`src/core/spi_mem_pkg.sv`:
```
// shared constants for the serial memory front end and its master
package spi_mem_pkg;
  // ********************************
  // opcodes (upper nibble zero, bit 3 is don't care)
  // ********************************
  localparam logic [7:0] OP_MASK        = 8'hF7;
  localparam logic [7:0] OP_WR_ENABLE   = 8'h06;
  localparam logic [7:0] OP_WR_DISABLE  = 8'h04;
  localparam logic [7:0] OP_STATUS_READ = 8'h05;
  localparam logic [7:0] OP_STATUS_WR   = 8'h01;
  localparam logic [7:0] OP_READ        = 8'h03;
  localparam logic [7:0] OP_WRITE       = 8'h02;
  // ********************************
  // status register fields
  // ********************************
  localparam int          SR_ARM_BIT  = 7;
  localparam int          SR_BP1_BIT  = 3;
  localparam int          SR_BP0_BIT  = 2;
  localparam int          SR_WEN_BIT  = 1;
  localparam int          SR_BUSY_BIT = 0;
  localparam logic [7:0]  SR_WR_MASK  = 8'h8C;
  localparam logic [7:0]  SR_RESET    = 8'h00;
  localparam logic [7:0]  SR_BUSY_VAL = 8'hFF;
  // ********************************
  // timing
  // ********************************
  localparam int CLK_MHZ       = 250;
  localparam int WRITE_TIME_MS = 5;
  localparam int WRITE_CYCLES  = WRITE_TIME_MS * 1000 * CLK_MHZ;
  localparam int SCK_HALF_DIV  = 4;
  typedef enum logic [1:0] {ST_OPCODE, ST_PAYLOAD, ST_READOUT, ST_DEAD} slave_state_type;
  typedef enum logic [1:0] {M_IDLE, M_SHIFT, M_END} master_state_type;
endpackage

```
`src/core/spi_mem_if.sv`:
```
// serial link between the memory front end and the host master
`timescale 1ns/1ps
interface spi_mem_if;
  logic sck;        // serial clock from master
  logic cs_n;       // chip select, active low
  logic si;         // data into memory
  logic so_o;       // memory output value
  logic so_oe_n;    // memory output enable, low drives
  logic hold_n;     // pause, active low
  logic wp_n;       // write protect, active low
  modport mem (input sck, cs_n, si, hold_n, wp_n, output so_o, so_oe_n);
  modport host (output sck, cs_n, si, hold_n, wp_n, input so_o, so_oe_n);
endinterface

```
`src/core/spi_mem_slave.sv`:
```
// serial memory front end: framing, opcode decode, pause and write protection
`timescale 1ns/1ps
module spi_mem_slave #(
  parameter int WRITE_CYCLES = spi_mem_pkg::WRITE_CYCLES
) (
  input  wire logic core_clk_in,           // system clock
  input  wire logic rstn_in,               // async reset, active low
  input  wire logic clk_en_in,             // freezes state when low
  spi_mem_if.mem    link,                  // serial link
  output logic [7:0] status_out,           // status register, or SR_BUSY_VAL while busy
  output logic [7:0] opcode_out,           // last accepted opcode
  output logic       op_strobe_out,        // pulse when an opcode is accepted
  output logic [7:0] data_out,             // payload byte received
  output logic       data_strobe_out,      // pulse per payload byte
  input  wire logic [7:0] rd_data_in       // array byte loaded into out_reg; never sent, as a read frame stays in ST_PAYLOAD
);
  // ********************************
  // edge detection of link pins
  // ********************************
  logic sck_reg, cs_reg, wp_reg;
  logic busy_reg;
  logic [31:0] wc_cnt_reg;
  logic [7:0] sr_reg;
  logic [7:0] shift_reg, out_reg, op_reg;
  logic [2:0] bit_reg;
  logic       so_en_reg, so_bit_reg, sr_pend_reg;
  logic [7:0] sr_data_reg;
  spi_mem_pkg::slave_state_type st_reg;

  // pins sampled synchronously; the clock pin is only ever read
  wire sck_rise = link.sck & ~sck_reg;
  wire sck_fall = ~link.sck & sck_reg;
  wire cs_fall  = ~link.cs_n & cs_reg;
  wire cs_rise  = link.cs_n & ~cs_reg;
  wire active   = ~link.cs_n & link.hold_n;
  wire [7:0] byte_in = {shift_reg[6:0], link.si};
  wire byte_done = sck_rise & active & (bit_reg == 3'd7);
  wire hw_protect = ~link.wp_n & sr_reg[spi_mem_pkg::SR_ARM_BIT];

  // opcode decoding, used for both validity and class
  function automatic logic op_is(input logic [7:0] b, input logic [7:0] op);
    op_is = ((b & spi_mem_pkg::OP_MASK) == op);
  endfunction
  wire op_valid = op_is(byte_in, spi_mem_pkg::OP_WR_ENABLE) |
                  op_is(byte_in, spi_mem_pkg::OP_WR_DISABLE) |
                  op_is(byte_in, spi_mem_pkg::OP_STATUS_READ) |
                  op_is(byte_in, spi_mem_pkg::OP_STATUS_WR) |
                  op_is(byte_in, spi_mem_pkg::OP_READ) |
                  op_is(byte_in, spi_mem_pkg::OP_WRITE);
  // while busy only the status read gets through
  wire op_take = op_valid &
                 (~busy_reg | op_is(byte_in, spi_mem_pkg::OP_STATUS_READ));
  wire is_status_read_cmd = op_is(byte_in, spi_mem_pkg::OP_STATUS_READ);
  wire is_rd   = op_is(byte_in, spi_mem_pkg::OP_READ);
  wire [7:0] sr_view = busy_reg ? spi_mem_pkg::SR_BUSY_VAL : sr_reg;

  // ********************************
  // pin history
  // ********************************
  always_ff @(posedge core_clk_in or negedge rstn_in) begin
    if (!rstn_in) begin
      sck_reg <= 1'b0;
      cs_reg  <= 1'b1;
      wp_reg  <= 1'b1;
    end else if (clk_en_in) begin
      sck_reg <= link.sck;
      cs_reg  <= link.cs_n;
      wp_reg  <= link.wp_n;
    end
  end

  // ********************************
  // serial sequencer
  // ********************************
  always_ff @(posedge core_clk_in or negedge rstn_in) begin
    if (!rstn_in) begin
      st_reg          <= spi_mem_pkg::ST_OPCODE;
      bit_reg         <= 3'd0;
      shift_reg       <= 8'h00;
      op_reg          <= 8'h00;
      out_reg         <= 8'h00;
      op_strobe_out   <= 1'b0;
      data_strobe_out <= 1'b0;
      data_out        <= 8'h00;
    end else if (clk_en_in) begin
      op_strobe_out   <= 1'b0;
      data_strobe_out <= 1'b0;
      if (cs_fall) begin
        st_reg  <= spi_mem_pkg::ST_OPCODE;
        bit_reg <= 3'd0;
      end else if (sck_rise && active && st_reg != spi_mem_pkg::ST_DEAD) begin
        shift_reg <= byte_in;
        bit_reg   <= bit_reg + 3'd1;
        if (byte_done) begin
          case (st_reg)
            spi_mem_pkg::ST_OPCODE: begin
              if (op_take) begin
                op_reg        <= byte_in;
                op_strobe_out <= 1'b1;
                if (is_status_read_cmd) begin
                  st_reg  <= spi_mem_pkg::ST_READOUT;
                  out_reg <= sr_view;
                end else if (is_rd) begin
                  st_reg <= spi_mem_pkg::ST_PAYLOAD;
                end else begin
                  st_reg <= spi_mem_pkg::ST_PAYLOAD;
                end
              end else begin
                st_reg <= spi_mem_pkg::ST_DEAD;
              end
            end
            spi_mem_pkg::ST_READOUT: begin
              out_reg <= op_is(op_reg, spi_mem_pkg::OP_STATUS_READ) ? sr_view : rd_data_in;
            end
            default: begin
              data_out        <= byte_in;
              data_strobe_out <= 1'b1;
              out_reg         <= rd_data_in;
            end
          endcase
        end
      end
    end
  end

  // ********************************
  // output driver, changes on falling clock edge
  // ********************************
  always_ff @(posedge core_clk_in or negedge rstn_in) begin
    if (!rstn_in) begin
      so_en_reg  <= 1'b0;
      so_bit_reg <= 1'b0;
    end else if (clk_en_in) begin
      if (cs_fall || link.cs_n) begin
        so_en_reg <= 1'b0;
      end else if (sck_fall && link.hold_n && st_reg == spi_mem_pkg::ST_READOUT) begin
        so_en_reg  <= 1'b1;
        so_bit_reg <= out_reg[3'd7 - bit_reg];
      end else if (st_reg == spi_mem_pkg::ST_DEAD) begin
        so_en_reg <= 1'b0;
      end
    end
  end
  assign link.so_o    = so_bit_reg;
  assign link.so_oe_n = ~(so_en_reg & active);

  // ********************************
  // status write and timed cycle
  // ********************************
  wire sr_op = op_is(op_reg, spi_mem_pkg::OP_STATUS_WR);
  always_ff @(posedge core_clk_in or negedge rstn_in) begin
    if (!rstn_in) begin
      sr_reg      <= spi_mem_pkg::SR_RESET;
      busy_reg    <= 1'b0;
      wc_cnt_reg  <= 32'd0;
      sr_pend_reg <= 1'b0;
      sr_data_reg <= 8'h00;
    end else if (clk_en_in) begin
      if (cs_fall) begin
        sr_pend_reg <= 1'b0;
      end else if (byte_done && st_reg == spi_mem_pkg::ST_PAYLOAD && sr_op) begin
        sr_pend_reg <= ~hw_protect & sr_reg[spi_mem_pkg::SR_WEN_BIT];
        sr_data_reg <= byte_in;
      end else if (~link.wp_n && wp_reg && ~link.cs_n &&
                   sr_reg[spi_mem_pkg::SR_ARM_BIT]) begin
        sr_pend_reg <= 1'b0;
      end
      // write starts at deselect; afterwards the pin no longer matters
      if (cs_rise && sr_pend_reg && ~hw_protect && ~busy_reg) begin
        sr_reg <= (sr_reg & ~spi_mem_pkg::SR_WR_MASK) |
                  (sr_data_reg & spi_mem_pkg::SR_WR_MASK);
        sr_reg[spi_mem_pkg::SR_WEN_BIT] <= 1'b0;
        sr_pend_reg <= 1'b0;
        busy_reg    <= 1'b1;
        wc_cnt_reg  <= 32'(WRITE_CYCLES);
      end else if (busy_reg) begin
        if (wc_cnt_reg <= 32'd1) begin
          busy_reg <= 1'b0;
        end
        wc_cnt_reg <= wc_cnt_reg - 32'd1;
      end else if (cs_rise && !busy_reg) begin
        if (op_is(op_reg, spi_mem_pkg::OP_WR_ENABLE) && st_reg == spi_mem_pkg::ST_PAYLOAD)
          sr_reg[spi_mem_pkg::SR_WEN_BIT] <= 1'b1;
        else if (op_is(op_reg, spi_mem_pkg::OP_WR_DISABLE) && st_reg == spi_mem_pkg::ST_PAYLOAD)
          sr_reg[spi_mem_pkg::SR_WEN_BIT] <= 1'b0;
      end
    end
  end
  assign status_out = sr_view;
  assign opcode_out = op_reg;
endmodule

```
`src/flat_wrapper.sv`:
```
// flat-port wrapper written by rule: the top's interface ports become plain ports
module spi_mem_slave_flat 
#(
  parameter int WRITE_CYCLES = spi_mem_pkg::WRITE_CYCLES
)
  (core_clk_in, rstn_in, clk_en_in, status_out, opcode_out, op_strobe_out, data_out, data_strobe_out, rd_data_in, link_sck, link_cs_n, link_si, link_hold_n, link_wp_n, link_so_o, link_so_oe_n);
  spi_mem_if link_i ();
  input  wire logic core_clk_in;
  input  wire logic rstn_in;
  input  wire logic clk_en_in;
  output logic [7:0] status_out;
  output logic [7:0] opcode_out;
  output logic op_strobe_out;
  output logic [7:0] data_out;
  output logic data_strobe_out;
  input  wire logic [7:0] rd_data_in;
  input wire logic [$bits(link_i.sck)-1:0] link_sck;
  input wire logic [$bits(link_i.cs_n)-1:0] link_cs_n;
  input wire logic [$bits(link_i.si)-1:0] link_si;
  input wire logic [$bits(link_i.hold_n)-1:0] link_hold_n;
  input wire logic [$bits(link_i.wp_n)-1:0] link_wp_n;
  output wire logic [$bits(link_i.so_o)-1:0] link_so_o;
  output wire logic [$bits(link_i.so_oe_n)-1:0] link_so_oe_n;
  assign link_i.sck = link_sck;
  assign link_i.cs_n = link_cs_n;
  assign link_i.si = link_si;
  assign link_i.hold_n = link_hold_n;
  assign link_i.wp_n = link_wp_n;
  assign link_so_o = link_i.so_o;
  assign link_so_oe_n = link_i.so_oe_n;
  spi_mem_slave #(.WRITE_CYCLES(WRITE_CYCLES)) u_core (.core_clk_in(core_clk_in), .rstn_in(rstn_in), .clk_en_in(clk_en_in), .link(link_i), .status_out(status_out), .opcode_out(opcode_out), .op_strobe_out(op_strobe_out), .data_out(data_out), .data_strobe_out(data_strobe_out), .rd_data_in(rd_data_in));
endmodule
```
`config.mk`:
```
export PLATFORM = sky130hd
export DESIGN_NAME = spi_mem_slave_flat
export DESIGN_NICKNAME = d
export VERILOG_FILES = /design/src/core/spi_mem_pkg.sv /design/src/core/spi_mem_if.sv /design/src/core/spi_mem_slave.sv /design/src/flat_wrapper.sv
export SDC_FILE = /design/constraint.sdc
export NUM_CORES = 1
export LEC_CHECK = 0
export ABC_AREA = 1
export BUFFER_PORTS_ARGS = -buffer_cell sky130_fd_sc_hd__buf_2
export CAP_MARGIN = 10
export CORE_AREA = 5 5 98 100
export DETAILED_ROUTE_END_ITERATION = 10
export DIE_AREA = 0 0 103 105
export PLACE_DENSITY_LB_ADDON = 0.2
export SLEW_MARGIN = 40
export SYNTH_ARGS = -nofsm -noshare
export SYNTH_HDL_FRONTEND = slang
export SYNTH_SLANG_ARGS = --single-unit
export TNS_END_PERCENT = 100
```
`constraint.sdc`:
```
create_clock -name core_clk_in -period 2.5 [get_ports core_clk_in]
set_input_delay 0 -clock core_clk_in [delete_from_list [all_inputs] [get_ports core_clk_in]]
set_output_delay 0 -clock core_clk_in [all_outputs]
set_load 0.02 [all_outputs]
```
-- Word level (Yosys, flattened, before mapping)
Index checks and enable logic that the tools add are counted.
- add/sub/neg operators: 3
- $mul: 0
- divide/modulo/power cells: 0
- $lt $le $gt $ge: 2
- equal/unequal tests: 18
- shift operators: 0
- muxes and demuxes: 41
- bitwise operators: 29
- reductions and logical operators: 40
- operator list (cell ; count):
    2-to-1 mux 32 bit ; 2
    equality test 7 x 3 -> 1 bit (second input constant) ; 6
    less-or-equal comparator 32 x 1 -> 1 bit (second input constant) ; 1
    2-to-1 mux 8 bit ; 4
    subtractor 32 x 1 -> 32 bit (second input constant) ; 1
    2-to-1 mux 1 bit ; 25
    one-hot mux 8 bit (2 select lines) ; 1
    logical AND 1 bit ; 15
    equality test 7 x 1 -> 1 bit (second input constant) ; 2
    equality test 7 x 2 -> 1 bit (second input constant) ; 2
    2-to-1 mux 2 bit ; 6
    AND reduction 6 bit ; 2
    bitwise AND 1 bit ; 11
    inverter 1 bit ; 11
    AND reduction 2 bit ; 5
    nonzero test 2 bit ; 5
    AND reduction 3 bit ; 3
    OR 7 x 8 -> 8 bit ; 1
    AND reduction 4 bit ; 2
    2-to-1 mux 3 bit ; 2
    OR 1 bit ; 6
    nonzero test 3 bit ; 2
    AND reduction 5 bit ; 1
    equality test 2 bit (second input constant) ; 2
    other kinds (13) ; 15
- register bits: 93
- latch bits: 0
- bits in writable memories: 0
- ROM bits: 0
- input bits: 16
- word-level logic and storage cells: 152
- memories: 0

-- Depth between registers and ports, before layout
- word-level depth: 12
- mapped depth: 11
- gate-level depth less buffers: 10

-- Least setup slack after synthesis
Ideal clock, no wire load.
- path type: flip-flop to flip-flop
- from: reg u_core.wc_cnt_reg[0]
- to: reg u_core.wc_cnt_reg[14]
- arrival time: 1437 ps
- required time: 2383 ps
- slack: 947 ps
- cell stages (with the launch flop): 10
- buffers on the path: 0
- path through: dfrtp_1 -> inv_1 -> ha_1 -> nand2_1 -> nor2_2 -> nand2_1 -> nor2_4 -> nand2_1 -> nor2_1 -> nor2_1
- word-level cells in the longest chain between the ends: 3
- RTL lines (item ; line ; text):
    start: declaration ; spi_mem_slave.sv:22 ; logic [31:0] wc_cnt_reg;
    start signal: assignment ; spi_mem_slave.sv:175 ; wc_cnt_reg <= 32'(WRITE_CYCLES);
    start signal: assignment ; spi_mem_slave.sv:180 ; wc_cnt_reg <= wc_cnt_reg - 32'd1;
    subtractor 32 x 1 -> 32 bit ; spi_mem_slave.sv:180 ;
    2-to-1 mux 32 bit ; spi_mem_slave.sv:176 ; end else if (busy_reg) begin
    2-to-1 mux 32 bit ; spi_mem_slave.sv:169 ; if (cs_rise && sr_pend_reg && ~hw_protect && ~busy_reg) begin
No other way between the ends. The select of a mux whose other input is x is not followed.
A chain may end at the register's enable or synchronous reset.

-- Worst setup path in the final report
- from: reg u_core.bit_reg[0]
- to: reg u_core.sr_data_reg[7]
- word-level cells in the longest chain between the ends: 5
- RTL lines (item ; line ; text):
    start: declaration ; spi_mem_slave.sv:25 ; logic [2:0] bit_reg;
    start signal: assignment ; spi_mem_slave.sv:93 ; bit_reg <= bit_reg + 3'd1;
    equality test 3 bit ; spi_mem_slave.sv:37 ; wire byte_done = sck_rise & active & (bit_reg == 3'd7);
    bitwise AND 1 bit ; spi_mem_slave.sv:37 ;
    logical AND 1 bit (2 in a row) ; spi_mem_slave.sv:161 ; end else if (byte_done && st_reg == spi_mem_pkg::ST_PAYLOAD && sr_op) begin
    AND reduction 3 bit (no line) ; - ;
    end signal: assignment ; spi_mem_slave.sv:163 ; sr_data_reg <= byte_in;
    end: declaration ; spi_mem_slave.sv:27 ; logic [7:0] sr_data_reg;
No other way between the ends.

==> flow_summary.yaml <==
sta:
  hold_slack_ps: 20.8
  timing.fmax_mhz: 508
  slew_headroom: 0.669
  rsz0062_at_grt: "false"
  worst_pin_slew_ps: 494
  clock_skew_ps: 14.4
  slew_viol_final: 0
  fin_setup_tns_ps: 0
  hold_viol: 0
  fin_crit_sh: 0.787
  finalSetupViolCount: 0
  min_period_ps: 1970
pwr:
  switchingPower_w: 0.00116
  pwr-share-clk: 0.296
  p_leak_nw: 2.68
  seqPwrFrac: 0.499
  p_per_area_nw_per_um2: 622
  comb_power_share: 0.205
  internal_power_w: 0.00211
  swShare: 0.355
  vdd_drop_max_uv: 409
layout:
  drive_above_1_share: 0.129
  largest_reg_flops: 32
  n_antenna_cell: 0
  nets: 712
  syn_to_final_growth_pct: 13.8
synth:
  synth_edf_count: 0
  syn-cell-area_um2: 4630
  synth_top_cell_by_area: "dfrtp_1"
  ys_top_cells_by_area: "dfrtp_1, nand2_1, nor2_1"
  avgSynthCellArea_um2: 7.28
  ys_seq_elements: 84
  yosys_warnings: 0
  syn-num-nets: 657
  async_reset_ff_frac: 1.00
  synth_top_area_frac: 0.443
  seq_area_frac_synth: 0.454
  syn_inst: 637
  ys_types: 37
  yosys_most_used_dff: "dfrtp_1"
floorplan:
  dieArea_um2: 10800
  io_pins: 44
  die_w_um: 103
  num_rows: 34
  core_area_um2: 8590
  die_h_um: 105
  start_util: 0.539
worst_setup_path:
  critical_path.max_fanout: 8
  r2r-start: "u_core.bit_reg[0]$_DFFE_PN0P_"
  cp.arrival_ps: 2210
  start_kind: "flip-flop"
  endpoint_kind: "flip-flop"
  path_class: "flip-flop to flip-flop"
  required_ps: 2740
  startpoint: "u_core.bit_reg[0]$_DFFE_PN0P_"
grt:
  grt-ovfl-total: 0
  antenna_found_initial: 0
  grt_pass1_wl_um: 19200
  first_global_vias: 4251
  grtUsageTotal: 0.219
  grt_max_degree: 49
route:
  remaining_drc_errors: 0
  detail_route.iter0.violations: 223
  dr_total_vias: 4267
  totalWireLength_um: 11000
  drt-pass1-iter-count: 5
  wl_per_cell_um: 13.7
  ant_nets: 0
  vias_per_cell: 5.30
placement:
  hpwl_um: 8040
  port_buffers: 43
  place.gp.congestion: 0.875
cts:
  root_buffer: "clkbuf_8"
  clkLatencyLatePin_ps: 360
  htreeDepth: 3
  cts_tree: "built"
  cts_setup_buffers: 0
  cts.sinks: 84
  path_clk_slew_ps: 100
  clockBufferDepth: 2
  cts_buffers: 9
status:
  status: "finished, final reports clean"
job:
  drv_cap: 0
hold_path:
  min_from: "clk_en_in"
  min_path_type: "input pin to flip-flop"
==> metal layers <==
metal / track usage / up-vias / share of wire
li1: - / 2150 / -
met1: 0.291 / 1984 / 0.45
met2: 0.359 / 117 / 0.48
met3: 0.0393 / 16 / 0.055
met4: 0.0694 / 0 / 0.017
met5: 0 / - / 0
==> cells by family after synthesis <==
| logic type | synth area share |
|---|---|
| AOI/OAI and AO/OA | 0.0869 |
| and+or+nand+nor | 0.365 |
| xor gates and xnor gates | 0.00378 |
| buffers and inverters | 0.0791 |
| adders and majority gates | 0.0108 |
| DFF | 0.454 |
==> area by class of cell <==
cell class,count,area (um2)
clock buffer,9,124
clock inverter,7,78.8
fill,779,3320
inverter,73,274
multi-input combinational,464,2160
sequential,84,2100
tap,108,135
timing repair buffer,60,393
==> Yosys cell counts, types with 5 or more instances <==
cell	number
o21ai_0	46
buf_2	5
a21oi_1	16
inv_1	68
nor3_1	6
nand4_1	20
nor2_2	6
nand3_1	49
clkbuf_1	6
nand2_1	185
dfrtp_1	82
nor2_1	98
==> power by group through the flow <==
| stage | Clock (W) | Combinational, W | Sequential [W] |
|---|---|---|---|
| floorplan | 0 | 0.000491 | 0.00162 |
| global placement | 0 | 0.000640 | 0.00166 |
| detailed placement | 0 | 0.000653 | 0.00166 |
| CTS | 0.000998 | 0.000673 | 0.00163 |
| global route | 0.00104 | 0.000776 | 0.00166 |
| finish | 0.000972 | 0.000672 | 0.00163 |
==> cell usage in the layout, fill, tap and decap left out, types with 3 or more instances in the layout <==
cell type / count
nand2_1: 185
o21bai_1: 3
inv_1: 68
nand3b_1: 3
buf_4: 3
nand3_1: 49
a21oi_1: 16
dfrtp_1: 82
ha_1: 4
dlygate4sd3_1: 14
inv_2: 4
nand4_1: 20
nor2_1: 98
clkbuf_8: 9
o21ai_1: 3
nor3_1: 6
nor2_2: 6
o21ai_0: 46
nor2_4: 3
or2_2: 3
nand2_2: 3
buf_2: 42
==> worst paths after layout <==
kind                            cells after the start  slack [ps]                                 to
worst max-delay path                                7         530  u_core.sr_data_reg[7]$_DFFE_PN0P_
worst min-delay path                                2          20          u_core.cs_reg$_DFFE_PN1P_
worst max register to register                      7         530  u_core.sr_data_reg[7]$_DFFE_PN0P_
worst min register to register                      2         470       u_core.sr_reg[3]$_DFFE_PN0P_
max in group asynchronous                           3        1730   u_core.op_strobe_out$_DFFE_PN0P_
min in group asynchronous                           2         140  u_core.wc_cnt_reg[19]$_DFFE_PN0P_
==> stage by stage <==
step                cell area [um2]  power [W]  std cells  utilization  worst slack (ps)
floorplan                      4630    0.00211        637            -               947
global route                   5270    0.00347        805        0.614               253
CTS                            5270    0.00330        805        0.614               566
finish                         5270    0.00328        805        0.614               532
global placement               4930    0.00230        775        0.574               640
detailed placement             4930    0.00231        775        0.574               590
==> worst max-delay path, stage by stage, from the launching register on <==
cell and delay, ps:
dfrtp_1 480, ha_1 190, ha_1 230, nand4_1 220, nor2_1 300, nand3_1 250, nand2_1 120, o21ai_0 70
==> what timing repair did <==
action                     CTS  global route
hold buffers                14             0
resized for setup            0             0
setup endpoints to repair    0             0
hold endpoints to repair    47             0
Note: power is estimated with default switching activity, not from simulation.
